==> config.mk <==
export PLATFORM = sky130hd
export DESIGN_NAME = anpg_regs
export DESIGN_NICKNAME = d
export VERILOG_FILES = /design/src/pkg/anpg_pkg.sv /design/src/design/anpg_regs.sv
export VERILOG_INCLUDE_DIRS = /design/src /design/src/pkg
export SDC_FILE = /design/constraint.sdc
export NUM_CORES = 1
export LEC_CHECK = 0
export ABC_AREA = 1
export BUFFER_PORTS_ARGS = -buffer_cell sky130_fd_sc_hd__buf_2
export CAP_MARGIN = 20
export CORE_AREA = 2 2 70 72
export CTS_BUF_LIST = sky130_fd_sc_hd__clkbuf_4 sky130_fd_sc_hd__clkbuf_8
export CTS_CLUSTER_SIZE = 24
export DETAILED_ROUTE_END_ITERATION = 6
export DIE_AREA = 0 0 72 74
export PLACE_DENSITY = 0.86
export SETUP_SLACK_MARGIN = 0.05
export SLEW_MARGIN = 20
export SYNTH_ARGS = -nofsm -noshare
export SYNTH_HDL_FRONTEND = slang
export SYNTH_SLANG_ARGS = --single-unit
==> constraint.sdc <==
create_clock -name clk -period 1.2 [get_ports clk]
set_input_delay 0.12 -clock clk [delete_from_list [all_inputs] [get_ports clk]]
set_output_delay 0.12 -clock clk [all_outputs]
set_load 0.01 [all_outputs]
==> src/pkg/anpg_consts.svh <==
`ifndef ANPG_CONSTS_SVH
`define ANPG_CONSTS_SVH

// ============================================================
// Register offsets
`define ANPG_OFS_LOCAL_NP     5'h07
`define ANPG_OFS_PARTNER_NP   5'h08
`define ANPG_OFS_GIG_CFG      5'h09
`define ANPG_OFS_AN_EXP       5'h06

// ============================================================
// Reset values
`define ANPG_RST_LOCAL_NP     16'h2001
`define ANPG_RST_PARTNER_NP   16'h2001
`define ANPG_RST_GIG_CFG      16'h0300

// ============================================================
// Page word fields
`define ANPG_NP_MORE          15
`define ANPG_NP_ACK           14
`define ANPG_NP_KIND          13
`define ANPG_NP_ACK2          12
`define ANPG_NP_FLIP          11
`define ANPG_NP_CODE_HI       10
`define ANPG_NP_WMASK         16'hb7ff

// ============================================================
// Gigabit config fields
`define ANPG_CFG_TEST_HI      15
`define ANPG_CFG_TEST_LO      13
`define ANPG_CFG_MAN_EN       12
`define ANPG_CFG_MAN_VAL      11
`define ANPG_CFG_PORT_MULTI   10
`define ANPG_CFG_FD_OFFER     9
`define ANPG_CFG_HD_OFFER     8
`define ANPG_CFG_TDR_AUTO     7
`define ANPG_CFG_WMASK        16'hff80

// ============================================================
// Expansion status fields
`define ANPG_EXP_PAGE_RCVD    1
`define ANPG_EXP_RST          16'h0064

`endif

==> src/pkg/anpg_pkg.sv <==
package anpg_pkg;

   typedef enum logic [2:0] {
      ANPG_TEST_NORMAL,
      ANPG_TEST_WAVEFORM,
      ANPG_TEST_JITTER_MASTER,
      ANPG_TEST_JITTER_SLAVE,
      ANPG_TEST_DISTORTION,
      ANPG_TEST_MLT3_IDLE,
      ANPG_TEST_REP_0001,
      ANPG_TEST_PULSE_63Z
   } anpg_test_e;

   typedef struct packed {
      logic more;
      logic ack;
      logic kind;
      logic ack2;
      logic flip;
      logic [10:0] code;
   } anpg_page_s;

   typedef struct packed {
      logic [4:0] addr;
      logic wr;
      logic rd;
      logic [15:0] wdata;
   } anpg_mgmt_req_s;

   typedef struct packed {
      anpg_test_e test_mode;
      logic manual_role_override_en;
      logic manual_role_value;
      logic port_multi;
      logic gig_full_duplex_offer;
      logic gig_half_duplex_offer;
      logic cable_reflect_autolaunch;
   } anpg_cfg_s;

endpackage

==> src/design/anpg_regs.sv <==
`timescale 1ns/10ps
`include "anpg_consts.svh"

module anpg_regs
(
   input wire logic clk,
   input wire logic rst_n,
   input anpg_pkg::anpg_mgmt_req_s mgmt_req,
   output logic [15:0] mgmt_rdata,
   output logic mgmt_hit,
   input wire logic strap_fd_offer,
   input wire logic strap_hd_offer,
   input wire logic strap_valid,
   input wire logic local_adv_flip,
   input wire logic partner_base_flip,
   input wire logic np_sent,
   input wire logic np_rcvd,
   input anpg_pkg::anpg_page_s np_rcvd_word,
   input wire logic link_up,
   input wire logic an_restart,
   output anpg_pkg::anpg_page_s np_tx_word,
   output anpg_pkg::anpg_cfg_s cfg,
   output logic role_master,
   output logic tdr_launch,
   output logic page_rcvd_flag
);
   import anpg_pkg::*;

   // ============================================================
   // Access decode
   logic wr_local_np;
   logic wr_gig_cfg;

   assign wr_local_np = mgmt_req.wr && mgmt_req.addr == `ANPG_OFS_LOCAL_NP;
   assign wr_gig_cfg = mgmt_req.wr && mgmt_req.addr == `ANPG_OFS_GIG_CFG;

   // ============================================================
   // Local next page
   logic [15:0] local_np_q;
   logic tx_flip_q;
   logic [15:0] wr_np;
   logic [15:0] wr_cfg;

   assign wr_np = mgmt_req.wdata & `ANPG_NP_WMASK;
   assign wr_cfg = mgmt_req.wdata & `ANPG_CFG_WMASK;

   // Write mask drops the ack bit 14 and the flip bit
   always_ff @(posedge clk or negedge rst_n)
   begin
      if (!rst_n)
      begin
         local_np_q <= `ANPG_RST_LOCAL_NP & `ANPG_NP_WMASK;
      end
      else if (wr_local_np)
      begin
         local_np_q <= wr_np;
      end
   end

   // Flip clears on reset and loads the complement of local base page bit 11 on restart
   always_ff @(posedge clk or negedge rst_n)
   begin
      if (!rst_n)
      begin
         tx_flip_q <= 1'b0;
      end
      else if (an_restart)
      begin
         tx_flip_q <= ~local_adv_flip;
      end
      else if (np_sent)
      begin
         tx_flip_q <= ~tx_flip_q;
      end
   end

   // Flip bit spliced in at read time
   logic [15:0] local_np_rd;
   always_comb
   begin
      local_np_rd = local_np_q;
      local_np_rd[`ANPG_NP_FLIP] = tx_flip_q;
   end

   assign np_tx_word = anpg_page_s'(local_np_rd);

   // ============================================================
   // Partner next page
   logic [15:0] partner_np_q;
   logic rx_flip_q;

   // Storage location fixed at this register
   always_ff @(posedge clk or negedge rst_n)
   begin
      if (!rst_n)
      begin
         partner_np_q <= `ANPG_RST_PARTNER_NP;
      end
      else if (np_rcvd)
      begin
         partner_np_q <= np_rcvd_word;
      end
   end

   always_ff @(posedge clk or negedge rst_n)
   begin
      if (!rst_n)
      begin
         rx_flip_q <= 1'b0;
      end
      else if (an_restart)
      begin
         rx_flip_q <= ~partner_base_flip;
      end
      else if (np_rcvd)
      begin
         rx_flip_q <= ~rx_flip_q;
      end
   end

   logic [15:0] partner_np_rd;
   always_comb
   begin
      partner_np_rd = partner_np_q;
      partner_np_rd[`ANPG_NP_FLIP] = rx_flip_q;
   end

   // ============================================================
   // Page received flag, set wins over read clear
   logic page_rcvd_q;
   logic rd_exp;

   assign rd_exp = mgmt_req.rd && mgmt_req.addr == `ANPG_OFS_AN_EXP;

   always_ff @(posedge clk or negedge rst_n)
   begin
      if (!rst_n)
      begin
         page_rcvd_q <= 1'b0;
      end
      else if (np_rcvd)
      begin
         page_rcvd_q <= 1'b1;
      end
      else if (rd_exp)
      begin
         page_rcvd_q <= 1'b0;
      end
   end

   assign page_rcvd_flag = page_rcvd_q;

   // ============================================================
   // Strap pins, three stages, level moves once two stages agree
   logic [1:0] strap_pin;
   logic [1:0] strap_lvl;

   assign strap_pin = {strap_fd_offer, strap_hd_offer};

   for (genvar gi = 0; gi < 2; gi++)
   begin : g_strap
      logic s1_q;
      logic s2_q;
      logic s3_q;
      logic lvl_q;

      always_ff @(posedge clk or negedge rst_n)
      begin
         if (!rst_n)
         begin
            // Nominal offer held until the pins settle
            s1_q <= 1'b1;
            s2_q <= 1'b1;
            s3_q <= 1'b1;
            lvl_q <= 1'b1;
         end
         else
         begin
            s1_q <= strap_pin[gi];
            s2_q <= s1_q;
            s3_q <= s2_q;
            if (s2_q == s3_q)
            begin
               lvl_q <= s3_q;
            end
         end
      end

      assign strap_lvl[gi] = lvl_q;
   end

   // ============================================================
   // Gigabit config
   logic [15:0] cfg_q;
   logic strap_done_q;

   always_ff @(posedge clk or negedge rst_n)
   begin
      if (!rst_n)
      begin
         cfg_q <= `ANPG_RST_GIG_CFG;
      end
      else if (wr_gig_cfg)
      begin
         cfg_q <= wr_cfg;
      end
      else if (!strap_done_q && strap_valid)
      begin
         cfg_q[`ANPG_CFG_FD_OFFER] <= strap_lvl[1];
         cfg_q[`ANPG_CFG_HD_OFFER] <= strap_lvl[0];
      end
   end

   // Strap caught once after reset release unless a config write comes at or before strap_valid
   always_ff @(posedge clk or negedge rst_n)
   begin
      if (!rst_n)
      begin
         strap_done_q <= 1'b0;
      end
      else if (strap_valid || wr_gig_cfg)
      begin
         strap_done_q <= 1'b1;
      end
   end

   always_comb
   begin
      cfg.test_mode =
         anpg_test_e'(cfg_q[`ANPG_CFG_TEST_HI:`ANPG_CFG_TEST_LO]);
      cfg.manual_role_override_en = cfg_q[`ANPG_CFG_MAN_EN];
      cfg.manual_role_value = cfg_q[`ANPG_CFG_MAN_VAL];
      cfg.port_multi = cfg_q[`ANPG_CFG_PORT_MULTI];
      cfg.gig_full_duplex_offer = cfg_q[`ANPG_CFG_FD_OFFER];
      cfg.gig_half_duplex_offer = cfg_q[`ANPG_CFG_HD_OFFER];
      cfg.cable_reflect_autolaunch = cfg_q[`ANPG_CFG_TDR_AUTO];
   end

   // Manual role; otherwise multi-port prefers master
   logic role_q;
   always_ff @(posedge clk or negedge rst_n)
   begin
      if (!rst_n)
      begin
         role_q <= 1'b0;
      end
      else if (cfg_q[`ANPG_CFG_MAN_EN])
      begin
         role_q <= cfg_q[`ANPG_CFG_MAN_VAL];
      end
      else
      begin
         role_q <= cfg_q[`ANPG_CFG_PORT_MULTI];
      end
   end

   assign role_master = role_q;

   // ============================================================
   // Reflectometry launch on link drop
   logic link_q;
   logic tdr_q;

   // Low after reset, so no false drop is seen
   always_ff @(posedge clk or negedge rst_n)
   begin
      if (!rst_n)
      begin
         link_q <= 1'b0;
      end
      else
      begin
         link_q <= link_up;
      end
   end

   // One-cycle pulse after a drop, only while enabled
   always_ff @(posedge clk or negedge rst_n)
   begin
      if (!rst_n)
      begin
         tdr_q <= 1'b0;
      end
      else
      begin
         tdr_q <= link_q && !link_up && cfg_q[`ANPG_CFG_TDR_AUTO];
      end
   end

   assign tdr_launch = tdr_q;

   // ============================================================
   // Read path
   always_comb
   begin
      mgmt_hit = 1'b1;
      if (mgmt_req.addr == `ANPG_OFS_LOCAL_NP)
      begin
         mgmt_rdata = local_np_rd;
      end
      else if (mgmt_req.addr == `ANPG_OFS_PARTNER_NP)
      begin
         mgmt_rdata = partner_np_rd;
      end
      else if (mgmt_req.addr == `ANPG_OFS_GIG_CFG)
      begin
         mgmt_rdata = cfg_q;
      end
      else if (mgmt_req.addr == `ANPG_OFS_AN_EXP)
      begin
         mgmt_rdata = `ANPG_EXP_RST;
         mgmt_rdata[`ANPG_EXP_PAGE_RCVD] = page_rcvd_q;
      end
      else
      begin
         mgmt_hit = 1'b0;
         mgmt_rdata = 16'h0000;
      end
   end

endmodule

==> results.md <==
- **status** finished, violations left
- **violations in the final reports** negative setup slack
- **Hold WS** 0.00693 ns
- **combined global-route utilization of all metal layers** 0.230
- **Static Leakage** 1.98 nW
- **total of flip-flops plus latches after synthesis** 53
- **crit path buf inv count** 1
- **kind of launch point of the worst setup path** flop
- **port bufs** 92
- **number of sinks driven by the clock tree** 53
- **type of the worst min-delay path** input port to flop
- **total nets after synthesis** 323
- **ANT nets after route** 0
- **number of vias per cell** 5.06
- **Max Cap Violations** 0
- **pin count of the biggest net entering global routing** 54
- **kind of cell adding the most delay to the critical path** flip-flops
- **endpoint kind of the worst setup timing path** output port
- **final critical delay including setup and external delays** 1.24 ns
- **worst endpoint data arrival time** 1.12 ns
- **number of buffers between clock root and the deepest sink** 2
- **first-pass GRT wire length** 9380 µm
- **worst-skew pair later-pin latency** 0.31 ns
- **Worst Path Class, Setup** flop to output port
- **number of buffers created by CTS** 5
- **Via Count** 2311
- **number of global-route vias before repair** 2052
- **number of warnings issued by yosys** 0
- **fraction of the yosys area taken by sequential cells** 0.554
- **post-synthesis area per instance** 8.88 µm²
- **count of pins over their slew limit** 0
- **sum of overflow across all layers after global routing** 0
- **master of the slowest instance on the critical path** dfstp_2
- **H-tree level count** 2
- **Rows** 25
- **setup repair after global routing missed its margin** true
- **Worst EP required** 1.08 ns
- **width of the chip** 72 µm
- **total routed wirelength** 6360 µm
- **instance count of the mapped netlist** 273
- **area after detailed placement** 0.00296 mm²
- **root buffer cell** clkbuf_8
- **initial core utilization** 0.527
- **maximum frequency from static timing analysis** 806 MHz
- **Crit path top cell by count** nand3_2
- **wire length per cell after detailed routing** 13.9 µm
- **largest incremental delay on the critical path** 0.55 ns
- **Final setup viols** 4
- **area of all placed cells without fillers** 0.00357 mm²
- **P&R area growth vs syn** 47.3%
- **area of the mapped netlist** 0.00242 mm²
- **first drt pass iteration count** 4
- **Boundary Pins** 95
- **drt initial violations** 215
- **power density relative to cell area** 1210 mW/mm²
- **reg-to-reg slack, setup** 0.21 ns
- **count of filler cells inserted in the layout** 291
- **count of cell types in the netlist** 24
- **final net count** 452
- **count of unresolved DRC violations after routing** 0
- **TritonCTS clock tree** yes
- **detailed-placement wirelength estimate** 4200 µm
- **antenna cell count** 0
- **clock skew** 0.00589 ns
- **die area** 0.00533 mm²
- **Final WS setup** -0.0414 ns
- **Floorplan Core Area** 0.00460 mm²
- **portion of the clock cycle consumed by the worst path in the final layout** 1.03
- **number of hold-slack violations in the final timing report** 0
- **Clock Pin Slew Worst Setup and Hold Paths** 0.09 ns
- **layout cells sized above 1** 0.519
- **critical-path maximum fanout** 2
- **critical path cell sequence** nand3_2, nand3_2, buf_6
- **highest ir drop seen on vdd** 0.864 mV
- **height of the die** 74 µm
- **Routability Congestion** 0.851
- **antenna violations before repair** 0
## routing by layer
metal / track usage / vias up / part of all wire
met5: 0 / - / 0
met3: 0.0515 / 10 / 0.068
li1: - / 1118 / -
met2: 0.398 / 100 / 0.52
met1: 0.299 / 1083 / 0.40
met4: 0.0566 / 0 / 0.013
## cells in the mapped netlist
cell type / n / area (µm²)
conb_1: 1 / 3.75
xor2_1: 2 / 17.5
nand3_4: 1 / 17.5
nand3_2: 1 / 10.0
o21a_1: 1 / 7.51
nor2_1: 3 / 11.3
buf_4: 5 / 37.5
inv_1: 20 / 75.1
o21ai_0: 10 / 50.1
mux2_2: 1 / 11.3
dfrtp_1: 39 / 976
o21ai_1: 1 / 5.00
nand2_1: 107 / 402
nand4_1: 2 / 12.5
dfstp_2: 14 / 368
nand3_1: 33 / 165
buf_6: 3 / 33.8
maj3_1: 2 / 20.0
nand2_2: 3 / 18.8
buf_2: 5 / 25.0
clkbuf_1: 1 / 3.75
o21ai_2: 14 / 123
nor2_4: 2 / 22.5
inv_2: 2 / 7.51
## cell families (layout without fill, tap and decap cells)
family | count (synthesis) | in the layout | share of synthesized area
buf+inv | 36 | 166 | 0.0754
other cells | 1 | 1 | 0.00155
fa+ha+maj | 2 | 2 | 0.00826
xor+xnor | 2 | 2 | 0.00723
mux | 1 | 1 | 0.00465
flops | 53 | 53 | 0.554
simple gates | 152 | 152 | 0.272
compound gates | 26 | 26 | 0.0764
## cells in the final DEF, fill, tap and decap left out, drive strengths merged
cell / count
buf: 129
clkbuf: 7
clkinv: 2
clkinvlp: 1
conb: 1
dfrtp: 39
dfstp: 14
dlygate4sd3: 5
inv: 22
maj3: 2
mux2: 1
nand2: 110
nand3: 35
nand4: 2
nor2: 5
o21a: 1
o21ai: 25
xor2: 2
## power breakdown
part           switching (W)  internal [W]
Combinational       0.000529      0.000548
Sequential          0.000170       0.00205
Clock               0.000569      0.000468
Total                0.00127       0.00307
## state kept, by name, indices dropped and copies added (netlist names), 2 cells and up
name,count
g_strap.s2_q,2
partner_np_q,15
local_np_q,14
g_strap.lvl_q,2
cfg_q,9
g_strap.s3_q,2
g_strap.s1_q,2
## per-stage QoR
stage          utilization  worst slack [ns]  instances  setup TNS [ns]  total power [W]
2_1_floorplan            -             0.267        273               0          0.00263
3_3_place_gp         0.643           0.00758        414               0          0.00299
3_5_place_dp         0.643           -0.0526        414          -0.398          0.00303
4_1_cts              0.712           -0.0398        438         -0.0931          0.00418
5_1_grt              0.777           -0.0775        457          -0.304          0.00455
6_report             0.777           -0.0414        457         -0.0995          0.00434
## cell type report
cell class              instances  area (µm²)  area share
flip-flops and latches         53        1340       0.376
multi-input cells             184        1020       0.286
repair buffers                135         948       0.266
inverters                      22        87.6      0.0245
clock buffers                   6        82.6      0.0231
well taps                      54        67.6      0.0189
clock inverters                 2        13.8     0.00385
repair inverters                1        7.51     0.00210
## final timing paths
kind	depth (start not counted)	end	start
worst max-delay path	3	mgmt_rdata[8]	cfg_q[8]
worst min-delay path	3	partner_np_q[13]	np_rcvd_word[13]
worst max register to register	4	cfg_q[9]	cfg_q[9]
worst min register to register	0	g_strap[1].s2_q	g_strap[1].s1_q
max in group asynchronous	3	local_np_q[0]	rst_n
min in group asynchronous	3	cfg_q[7]	rst_n
## worst min-delay path: stages
cell	delay (ns)
buf_2	0.10
nand2_1	0.05
nand2_1	0.05
## timing repair
item,in CTS,in global routing
resized for setup,22,38
buffers inserted,10,18
setup endpoints to repair,10,20
pin swaps,11,24
endpoints found under the hold margin,44,0
cloned,1,1
hold buffers,5,0
Note: power is estimated with default switching activity, not from simulation.
